==> config.mk <==
export PLATFORM = sky130hd
export DESIGN_NAME = hjd_jack_detect
export DESIGN_NICKNAME = d
export VERILOG_FILES = /design/src/hjd_pkg.sv /design/src/hjd_jack_detect.sv
export SDC_FILE = /design/constraint.sdc
export NUM_CORES = 1
export LEC_CHECK = 0
export ABC_AREA = 0
export CAP_MARGIN = 20
export CORE_ASPECT_RATIO = 2
export CORE_MARGIN = 8
export CORE_UTILIZATION = 40
export CTS_CLUSTER_SIZE = 20
export DETAILED_ROUTE_END_ITERATION = 8
export DONT_BUFFER_PORTS = 1
export GPL_TIMING_DRIVEN = 0
export HOLD_SLACK_MARGIN = 0.15
export PLACE_DENSITY = 0.57
export SLEW_MARGIN = 20
export SYNTH_ARGS = -nofsm -noshare
export SYNTH_HDL_FRONTEND = slang
export SYNTH_SLANG_ARGS = --single-unit
==> constraint.sdc <==
create_clock -name clk -period 2.91 [get_ports clk]
set_input_delay 0.291 -clock clk [delete_from_list [all_inputs] [get_ports clk]]
set_output_delay 0.291 -clock clk [all_outputs]
set_load 0.05 [all_outputs]
==> src/hjd_pkg.sv <==
// Constants for the headset jack detect and debounce block.
// Assumes a 250 MHz system clock; the 32 kHz debounce tick is derived from it.
`default_nettype none
package hjd_pkg;
   localparam int unsigned HJD_CLK_HZ = 250000000;
   localparam int unsigned HJD_TICK_HZ = 32000;
   // One 32 kHz period in system clocks, rounded down
   localparam int unsigned HJD_TICK_CYC = HJD_CLK_HZ / HJD_TICK_HZ;
   localparam int unsigned HJD_DEBOUNCE_TICKS = 256;
   localparam int unsigned HJD_DEBOUNCE_MS = 8;
   localparam int unsigned HJD_DIV_W = 13;
   localparam int unsigned HJD_DEB_W = 9;
   localparam logic [1:0] HJD_SEL_AUTO = 2'h3;
   localparam logic [1:0] HJD_SEL_HANDSET = 2'h0;
   localparam logic [1:0] HJD_SEL_HEADSET = 2'h1;

   typedef enum logic [1:0]
   {
      HJD_ST_OFF = 2'b00,
      HJD_ST_SYNC = 2'b01,
      HJD_ST_RUN = 2'b11
   } hjd_state_type;
endpackage
`default_nettype wire

==> src/hjd_jack_detect.sv <==
// Headset jack plug/unplug debouncer with event pulses and audio path steering.
// Assumes jack_sense_input is asynchronous; other inputs are on clk.
`default_nettype none
module hjd_jack_detect
   import hjd_pkg::*;
#(
   // Tick period in clocks; a bench may shorten it, the 256-tick count stays
   parameter int unsigned TICK_CYC = HJD_TICK_CYC
)
(
   input wire logic clk,
   input wire logic sys_rst,
   input wire logic jack_sense_input,
   input wire logic io_supply_regulator,
   input wire logic [1:0] audio_path_select_command,
   input wire logic stereo_path_on,
   input wire logic mono_mode,
   input wire logic mono_both,
   output logic headset_present,
   output logic plug_event,
   output logic unplug_event,
   output logic route_headset,
   output logic left_headset_out,
   output logic right_headset_out
);

   // ****************************************
   // State
   // ****************************************
   typedef struct packed {
      logic [1:0] sync;
      logic [HJD_DIV_W-1:0] div;
      logic tick;
      logic cand;
      logic [HJD_DEB_W-1:0] cnt;
      logic present;
      logic reported;
      hjd_state_type st;
      logic plug;
      logic unplug;
      logic route;
      logic left_en;
      logic right_en;
   } hjd_regs_type;

   hjd_regs_type cur_ff;
   hjd_regs_type nxt_cur;
   // Inserted level, read from the second synchroniser stage only
   logic sense_ins;

   assign sense_ins = ~cur_ff.sync[1];

   always_comb
   begin
      nxt_cur = cur_ff;
      nxt_cur.sync = {cur_ff.sync[0], jack_sense_input};
      nxt_cur.plug = 1'b0;
      nxt_cur.unplug = 1'b0;
      nxt_cur.tick = 1'b0;
      if (cur_ff.div == HJD_DIV_W'(TICK_CYC - 1))
      begin
         nxt_cur.div = '0;
         nxt_cur.tick = 1'b1;
      end
      else
      begin
         nxt_cur.div = cur_ff.div + 1'b1;
      end
      if (sense_ins != cur_ff.cand)
      begin
         nxt_cur.cand = sense_ins;
         nxt_cur.cnt = '0;
      end
      else if (cur_ff.cand != cur_ff.present && cur_ff.tick)
      begin
         if (cur_ff.cnt == HJD_DEB_W'(HJD_DEBOUNCE_TICKS - 1))
         begin
            nxt_cur.present = cur_ff.cand;
            nxt_cur.cnt = '0;
         end
         else
         begin
            nxt_cur.cnt = cur_ff.cnt + 1'b1;
         end
      end
      else if (cur_ff.cand == cur_ff.present)
      begin
         nxt_cur.cnt = '0;
      end
      // Detection keeps running with regulator off; only events wait for it
      case (cur_ff.st)
         HJD_ST_OFF:
         begin
            if (io_supply_regulator)
               nxt_cur.st = HJD_ST_SYNC;
         end
         HJD_ST_SYNC:
         begin
            // A regulator that drops at once owes no report
            if (!io_supply_regulator)
            begin
               nxt_cur.st = HJD_ST_OFF;
            end
            else
            begin
               nxt_cur.st = HJD_ST_RUN;
               nxt_cur.plug = cur_ff.present;
               nxt_cur.reported = cur_ff.present;
            end
         end
         HJD_ST_RUN:
         begin
            if (!io_supply_regulator)
               nxt_cur.st = HJD_ST_OFF;
            else if (cur_ff.present != cur_ff.reported)
            begin
               nxt_cur.reported = cur_ff.present;
               nxt_cur.plug = cur_ff.present;
               nxt_cur.unplug = ~cur_ff.present;
            end
         end
         default: nxt_cur.st = HJD_ST_OFF;
      endcase
      // Routing depends only on the select command and the debounced state; the left output also follows the stereo path or mono setting
      nxt_cur.route = (audio_path_select_command == HJD_SEL_HEADSET)
                      || (audio_path_select_command == HJD_SEL_AUTO && cur_ff.present);
      nxt_cur.right_en = nxt_cur.route;
      nxt_cur.left_en = nxt_cur.route && (mono_mode ? mono_both : stereo_path_on);
   end

   always_ff @(posedge clk or posedge sys_rst)
   begin
      if (sys_rst)
         // Synchroniser starts at the idle pin level, so reset shows no plug
         cur_ff <= '{st: HJD_ST_OFF, sync: 2'h3, default: '0};
      else
         cur_ff <= nxt_cur;
   end

   assign headset_present = cur_ff.present;
   assign plug_event = cur_ff.plug;
   assign unplug_event = cur_ff.unplug;
   assign route_headset = cur_ff.route;
   assign left_headset_out = cur_ff.left_en;
   assign right_headset_out = cur_ff.right_en;
endmodule
`default_nettype wire

Word-level counts from Yosys, hierarchy flattened:

Cells that the tools add are included.

* mux-type cells: 20
* reduce and logical (&&, ||, !) cells: 10
* eq/ne operators: 15
* $add $sub $neg: 2
* bitwise logic cells: 3

Operators with widths (number)
* $mux 9: 4
* $add 13x1->13 const B: 1
* $eq 13x13->1 const B: 1
* $mux 13: 1
* $mux 2: 5
* $ne 2x2->1 const B: 5
* $add 9x1->9 const B: 1
* $eq 9x8->1 const B: 1
* $mux 1: 7
* $pmux 2 s3: 1
* $eq 2x1->1 const B: 2
* $eq 2x2->1 const B: 2
* $pmux 1 s2: 2
* $reduce_and 4->1: 1
* $logic_and 1x1->1: 3
* $ne 1x1->1: 3
* $not 1->1: 3
* $reduce_and 3->1: 1
* $reduce_bool 3->1: 1
* $logic_not 2->1: 1
* $reduce_and 2->1: 1
* $reduce_bool 2->1: 1
* $eq 1x1->1: 1
* $logic_or 1x1->1: 1

* word-level logic and storage cells: 62
* bits in registers: 34
* input port bits: 9

Logic depth before layout (Yosys ltp):

Gate-level depths: netlist of run 1.

* depth in word-level cells: 4
* mapped depth: 6
* mapped depth without buffers: 5

Worst setup path before layout of run 1:

No wires, ideal clock.

* path kind: reg2reg
* from: register cur_ff[20] (netlist bit)
* to: register cur_ff[32] (netlist bit)
* data arrival time: 1.784 ns
* period minus slack after synthesis: 1.919 ns
* library setup time: 0.136 ns
* cell stages (with the launch flop): 7
* path slack: 0.991 ns
* required time: 2.774 ns
* path through: dfrtp_1 -> ha_1 -> or4b_1 -> or4_1 -> buf_2 -> o311ai_1 -> o41ai_1

RTL lines
* start: declaration: RTL line hjd_jack_detect.sv:46 `hjd_regs_type cur_ff;`
* start signal: assignment: RTL line hjd_jack_detect.sv:137 `cur_ff <= nxt_cur;`

==> results.md, run 1 <==
- Max_cap viols: 0
- H-Tree Depth: 2
- Drt total wl: ~2800 um
- Critical path arrival: 2220 ps
- Number of hold buffers added after CTS: 4
- Commonest cells post-synth: dfrtp_1 (32), nor2_1 (12), nand3_1 (11), nand2_1 (9), inv_1 (8)
- Mean Syn Cell Area: ~11 um2
- Worst setup path class: flip-flop to flip-flop
- Clk network pwr share: 40.5%
- DR WL/cell: between 10 and 15 um
- Pin count of the biggest net entering global routing: 35
- Clk slew on worst S/H paths: around 60 ps
- Vias per cell: between 5 and 6
- Setup Buffers After CTS: 0
- DRT Pass-1 Iters: 4
- Vias in the first global route: between 1000 and 1500
- Share of the synthesized area in the top cell type: a little over half
- Top area cells in the synthesized netlist: dfrtp_1 (53%), nand3_1 (3.6%), dfstp_2 (3.5%)
- Cells after DPL: 190
- DRC Markers: 0
- Chip height: a little over 100 um
- Hold Fails Final Rpt: 0
- Seq/Total Area, Yosys: a little under three fifths
- Leakage: between 0.7 and 0.8 nW
- Worst Reg-to-Reg Cells: 6
- CTS Buf Count: 5
- I/O pin count: 15
- Flop pwr share: between 50 and 60%
- Internal power: approximately 680 uW
- Worst setup path start: cur_ff[20]
- Core box area: roughly 3600 um2
- First-pass GRT wire length: just under 5000 um
- CTS Root Cell: clkbuf_8
- Slew HR: approximately half
- GPL Wtd Cong: around 0.80
- Worst slew pin tran: approximately 730 ps
- Peak VDD IR: 0.000405 V
- Layout cell share with drive strength beyond 1: under 10%
- IO buf count: 0
- Syn. warnings: 0
- Critical path's top delay family: simple AND/OR/NAND/NOR gates
- Fin crit share: between 70% and 80%
- GRT Residual Overflow: 0
- Hold Path Cell Cnt: 1
- Critical-path top delay cell: or4b_1
- Die Wd: around 60 um
- F_max: about 0.49 GHz
- Outcome: complete, no violations
- Critical path depth in cells: 6
- Fin nets: roughly 170
- Cells after synthesis: between 100 and 150
- Critical path's largest stage delay: 460 ps
- Prevailing post-synth register cell: dfrtp_1
- Setup WS post-layout: 850 ps
- Switching power: approximately 180 uW
- CP max FO: 6
- Via count: ~1100
- Die area: approximately 6000 um2
- Post-CTS Resized: 0
- Post-synth EDFFs: 0
- CP cell instances: ha_1 -> or4b_1 -> or4_1 -> buf_2 -> o311ai_1 -> o41ai_1
- DR iter-0 viols: 28
- Power Total: 862 uW
- Worst Skew: approximately 4.8 ps
- Required time of the critical path: approximately 3100 ps
- Post-Synthesis Cell Area: approximately 1500 um2
- Antenna violations before repair: 0
- # diodes: 0
- Asr flop ratio synth: 100%
- Final slew viol count: 0
- Clk_lat worst skew: approximately 280 ps
- Yosys top cell by area: dfrtp_1
- Final setup vio count: 0
- Part of the power in combinational logic: 3.0%
- Non-Filler Instances: 202
- Critical path endpoint category: flip-flop
- Initial core utilization: between 40 and 50%
- Hold Startpoint: audio_path_select_command[0]
- Worst flop-to-flop path startpoint: cur_ff[20]
- TritonCTS clock tree: done
- Min Hold Slack: 171 ps
- Flops & latches, synth: 34
- CP startpoint kind: flip-flop
- DPL Wire Length: 2100 um
- Row Count: 31
- Setup tns final: 0 ps
- Top-count cell post-synth: dfrtp_1
- Pwr dens: 505 nW/um2
- Post-route minimum period: 2060 ps
- Yosys cell types: 36
- Switching Fraction: 21.4%
- Worst Hold Class: input port to flip-flop
- Post-Place Cell Area: between 1500 and 2000 um2
- Design Area, Final: roughly 1700 um2
- Clock Tree Buf Depth: 2
- Net Count, Synth: around 150
- RSZ-0062 raised after global routing: false
- CP bufs+invs: 1
- Area grow syn2layout: 12.7%
- Total track usage: a little over a tenth
- Clk sinks: 34
- Antenna Nets Post-Route: 0
- Final core utilization: 46.8%
- Setup Slack @ Placement: around 850 ps
[power groups by stage]
stage               combinational [mW]  sequential [mW]  clock [mW]
global placement                0.0219            0.496           0
finish                          0.0256            0.487       0.349
global route                    0.0296            0.487       0.394
floorplan                       0.0179            0.495           0
detailed placement              0.0227            0.496           0
CTS                             0.0271            0.487       0.369
[state kept, by name, summed over array words and instances, names as in the netlist]
name and cells:
headset_present 1, cur_ff 29, unplug_event 1, right_headset_out 1, plug_event 1, left_headset_out 1
[routing by layer]
metal	vias to the layer above	global-route usage [%]	part of all wire [%]
met5	-	0	0
met4	0	7.41	3.1
met3	6	3.00	2.1
met2	6	20.2	60
met1	550	9.43	35
li1	519	-	-
[cell type report]
cell class | instances | area, um2
tap | 49 | 61.3
fill | 375 | 1940
clock inverter | 1 | 5.00
multi-input combinational | 96 | 616
buffer | 3 | 16.3
inverter | 8 | 30.0
clock buffer | 7 | 86.3
timing repair buffer | 4 | 40.0
sequential | 34 | 853
[path summary, 6_finish.rpt]
path / to / slack, ps
min reg2reg: cur_ff[34] / 360
max in group asynchronous: cur_ff[5] / 1900
max: cur_ff[32] / 850
min in group asynchronous: left_headset_out / 570
min: right_headset_out / 170
max reg2reg: cur_ff[32] / 850
[kinds of logic after synthesis]
group | count (synthesis) | share of synthesized area [%]
and+or+nand+nor | 57 | 19.9
DFF | 34 | 56.3
AOI/OAI and AO/OA | 21 | 9.00
buffers and inverters | 11 | 3.06
xor gates and xnor gates | 10 | 5.78
muxes | 4 | 2.64
adders and majority gates | 4 | 3.30
[cell usage in the layout (no fill, tap or decap), types with 2 or more instances in the layout]
cell | Yosys | final
o31ai_1 | 3 | 3
nor3_1 | 3 | 3
clkbuf_1 | 1 | 2
nand3_1 | 11 | 11
dfstp_2 | 2 | 2
or3_1 | 2 | 2
a21oi_1 | 6 | 6
o211ai_1 | 3 | 3
xor2_1 | 4 | 4
dlygate4sd3_1 | 0 | 4
a21boi_0 | 2 | 2
and3_1 | 3 | 3
inv_1 | 8 | 7
clkbuf_8 | 0 | 6
nor2_1 | 12 | 12
nand2_1 | 9 | 9
dfrtp_1 | 32 | 32
nand4_1 | 4 | 4
xnor2_1 | 6 | 6
nor2b_1 | 2 | 2
nand2b_1 | 3 | 3
o21ai_0 | 3 | 3
mux2i_1 | 4 | 4
ha_1 | 4 | 4
Note: power is estimated with default switching activity, not from simulation.
==> run 2: changes to the inputs <==
- clock period: 2.91 -> 1.9 ns (I/O delays scaled with it)
==> results.md, run 2 (synthesis gave the netlist of run 1 again) <==
- First-pass GRT wire length: 5270 um (+6.7%)
- Area of the multi-input gates: 639 um2 (+3.9%)
- Fill cells: 373 (-0.53%)
- Clk_lat worst skew: 290 ps (about the same)
- Max_cap viols: 0 (unchanged)
- R2r setup slk: 110 ps (-740 ps)
- Layout cell share with drive strength beyond 1: 13.8% (+4.7 points)
- Slew HR: 53.7% (+2.2 points)
- Worst setup path class: flip-flop to flip-flop
- Via count: 1063 (-1.7%)
- Critical path's largest stage delay: 470 ps (about the same)
- Initial core utilization: 41.6% (unchanged)
- Setup tns final: 0 ps (unchanged)
- Die area: 6130 um2 (unchanged)
- Post-route minimum period: 1790 ps (-268 ps)
- CP cell instances: ha_4 -> or4b_4 -> or4_4 -> o311ai_1 -> o41ai_1
- Antenna violations before repair: 0 (unchanged)
- Hold Path Cell Cnt: 0 (-1)
- Power Total: 1.34 mW (+56%)
- Fin crit share: 94.3% (+24 points)
- Setup WS post-layout: 108 ps (-742 ps)
- IO buf count: 0 (unchanged)
- I/O pin count: 15 (unchanged)
- Largest Register: cur_ff
- Chip height: 103 um (unchanged)
- DRT Pass-1 Iters: 3 (-1)
- Clk slew on worst S/H paths: 70 ps (about the same)
- Commonest non-fill, non-tap cell in the layout: dfrtp_1
- GPL Wtd Cong: 0.766 (-4.2%)
- Reg2Reg Capture Point: cur_ff[32]
- CTS Root Cell: clkbuf_8
- H-Tree Depth: 2 (unchanged)
- Hold Fails Final Rpt: 0 (unchanged)
- Clk sinks: 34 (unchanged)
- Pin count of the biggest net entering global routing: 35 (unchanged)
- Area grow syn2layout: 18.0%
- Critical path endpoint category: flip-flop
- Drt total wl: 3000 um (+7.7%)
- Final slew viol count: 0 (unchanged)
- DPL Wire Length: 2060 um (-2.0%)
- Total track usage: 11.6% (+0.74 points)
- Non-Filler Instances: 208 (+3.0%)
- CP bufs+invs: 0 (-1)
- Fin nets: 171 (+3.6%)
- Vias per cell: 5.11 (-4.5%)
- Worst flop-to-flop path startpoint: cur_ff[20]
- DR WL/cell: 14.4 um (+4.6%)
- Vias in the first global route: 1125 (+0.089%)
- Antenna Nets Post-Route: 0 (unchanged)
- TritonCTS clock tree: done
- Critical path's top delay family: simple AND/OR/NAND/NOR gates
- Commonest non-fill, non-tap cells in the layout: dfrtp_1 (31), nor2_1 (12), nand3_1 (11), nand2_1 (9)
- Outcome: complete, no violations
- Critical-path top delay cell: or4_4
- Required time of the critical path: 2060 ps (-1010 ps)
- CTS Buf Count: 5 (unchanged)
- Peak VDD IR: 0.000582 V (+44%)
- Cells after DPL: 190 (unchanged)
- WHS Endpoint: cur_ff[34]
- Number of flip-flops in the largest register: 29 (unchanged)
- Leakage: 0.769 nW (+4.6%)
- Hold Startpoint: cur_ff[33]
- Final core utilization: 49.0% (+2.2 points)
- F_max: 0.558 GHz (+15%)
- Row Count: 31 (unchanged)
- DR iter-0 viols: 25 (-11%)
- # diodes: 0 (unchanged)
- Setup Slack @ Placement: -139 ps (-990 ps)
- CP max FO: 6 (unchanged)
- Final setup vio count: 0 (unchanged)
- Worst slew pin tran: 694 ps (-34.2 ps)
- RSZ-0062 raised after global routing: false
- Core box area: 3650 um2 (unchanged)
- Register Area: 855 um2 (+0.15%)
- CP startpoint kind: flip-flop
- Worst Skew: 8.77 ps (+3.93 ps)
- DRC Markers: 0 (unchanged)
- Clock Tree Buf Depth: 2 (unchanged)
- Worst Reg-to-Reg Cells: 5 (-1)
- GRT Residual Overflow: 0 (unchanged)
- Worst Hold Class: flip-flop to flip-flop
- Critical path arrival: 1950 ps (-270 ps)
- Die Wd: 59.5 um (unchanged)
- Pwr dens: 750 nW/um2 (+49%)
[run 2: layout make-up]
class | count | area share (%)
well taps | 49 | 3.43
clock buffers | 7 | 4.83
plain buffers | 2 | 0.630
repair buffers | 11 | 5.60
inverters | 8 | 1.68
clock inverters | 1 | 0.280
multi-input cells | 96 | 35.8
flip-flops and latches | 34 | 47.8
[run 2: timing repair]
item                       in CTS  in global routing
setup endpoints to repair      15                  9
setup buffers                   3                  1
gates resized for setup         4                  3
hold buffers                    7                  0
hold endpoints to repair       38                  0
pin swaps                       2                  0
[run 2: worst reg2reg max path: cells and delay by family, from the launching register on]
family / cells / cell delay, ps
and+or+nand+nor: 2 / 910
AOI/OAI and AO/OA: 2 / 220
adders and majority gates: 1 / 150
DFF: 1 / 390
[run 2: how the worst max path moves through the flow]
stage / start / to / slack (ps) / cells after the start
2_1_floorplan: cur_ff[20] / cur_ff[32] / 3 / 6
3_3_place_gp: cur_ff[20] / cur_ff[32] / -150 / 6
3_5_place_dp: cur_ff[20] / cur_ff[32] / -140 / 6
4_1_cts: cur_ff[20] / cur_ff[32] / 30 / 6
5_1_grt: cur_ff[20] / cur_ff[32] / 30 / 5
6_report: cur_ff[20] / cur_ff[32] / 110 / 5
[run 2: routing by layer]
layer	GRT usage, %	share of wire, %	vias to the layer above
met5	0	0	-
met4	7.04	2.6	0
met3	3.38	2.0	6
met2	20.8	59	6
met1	11.0	36	524
li1	-	-	527
[run 2: stage by stage]
stage	cell area, um2	hold slack, ps
after global placement	1580	195
after floorplan	1520	194
after CTS	1780	358
after detailed placement	1580	195
final	1790	357
after global routing	1790	366
[run 2: report_power, final]
part	total, mW	switching (mW)	internal (mW)	leakage, nW
Combinational	0.0461	0.0285	0.0176	0.276
Sequential	0.746	0.0126	0.733	0.445
Clock	0.550	0.258	0.292	0.0482
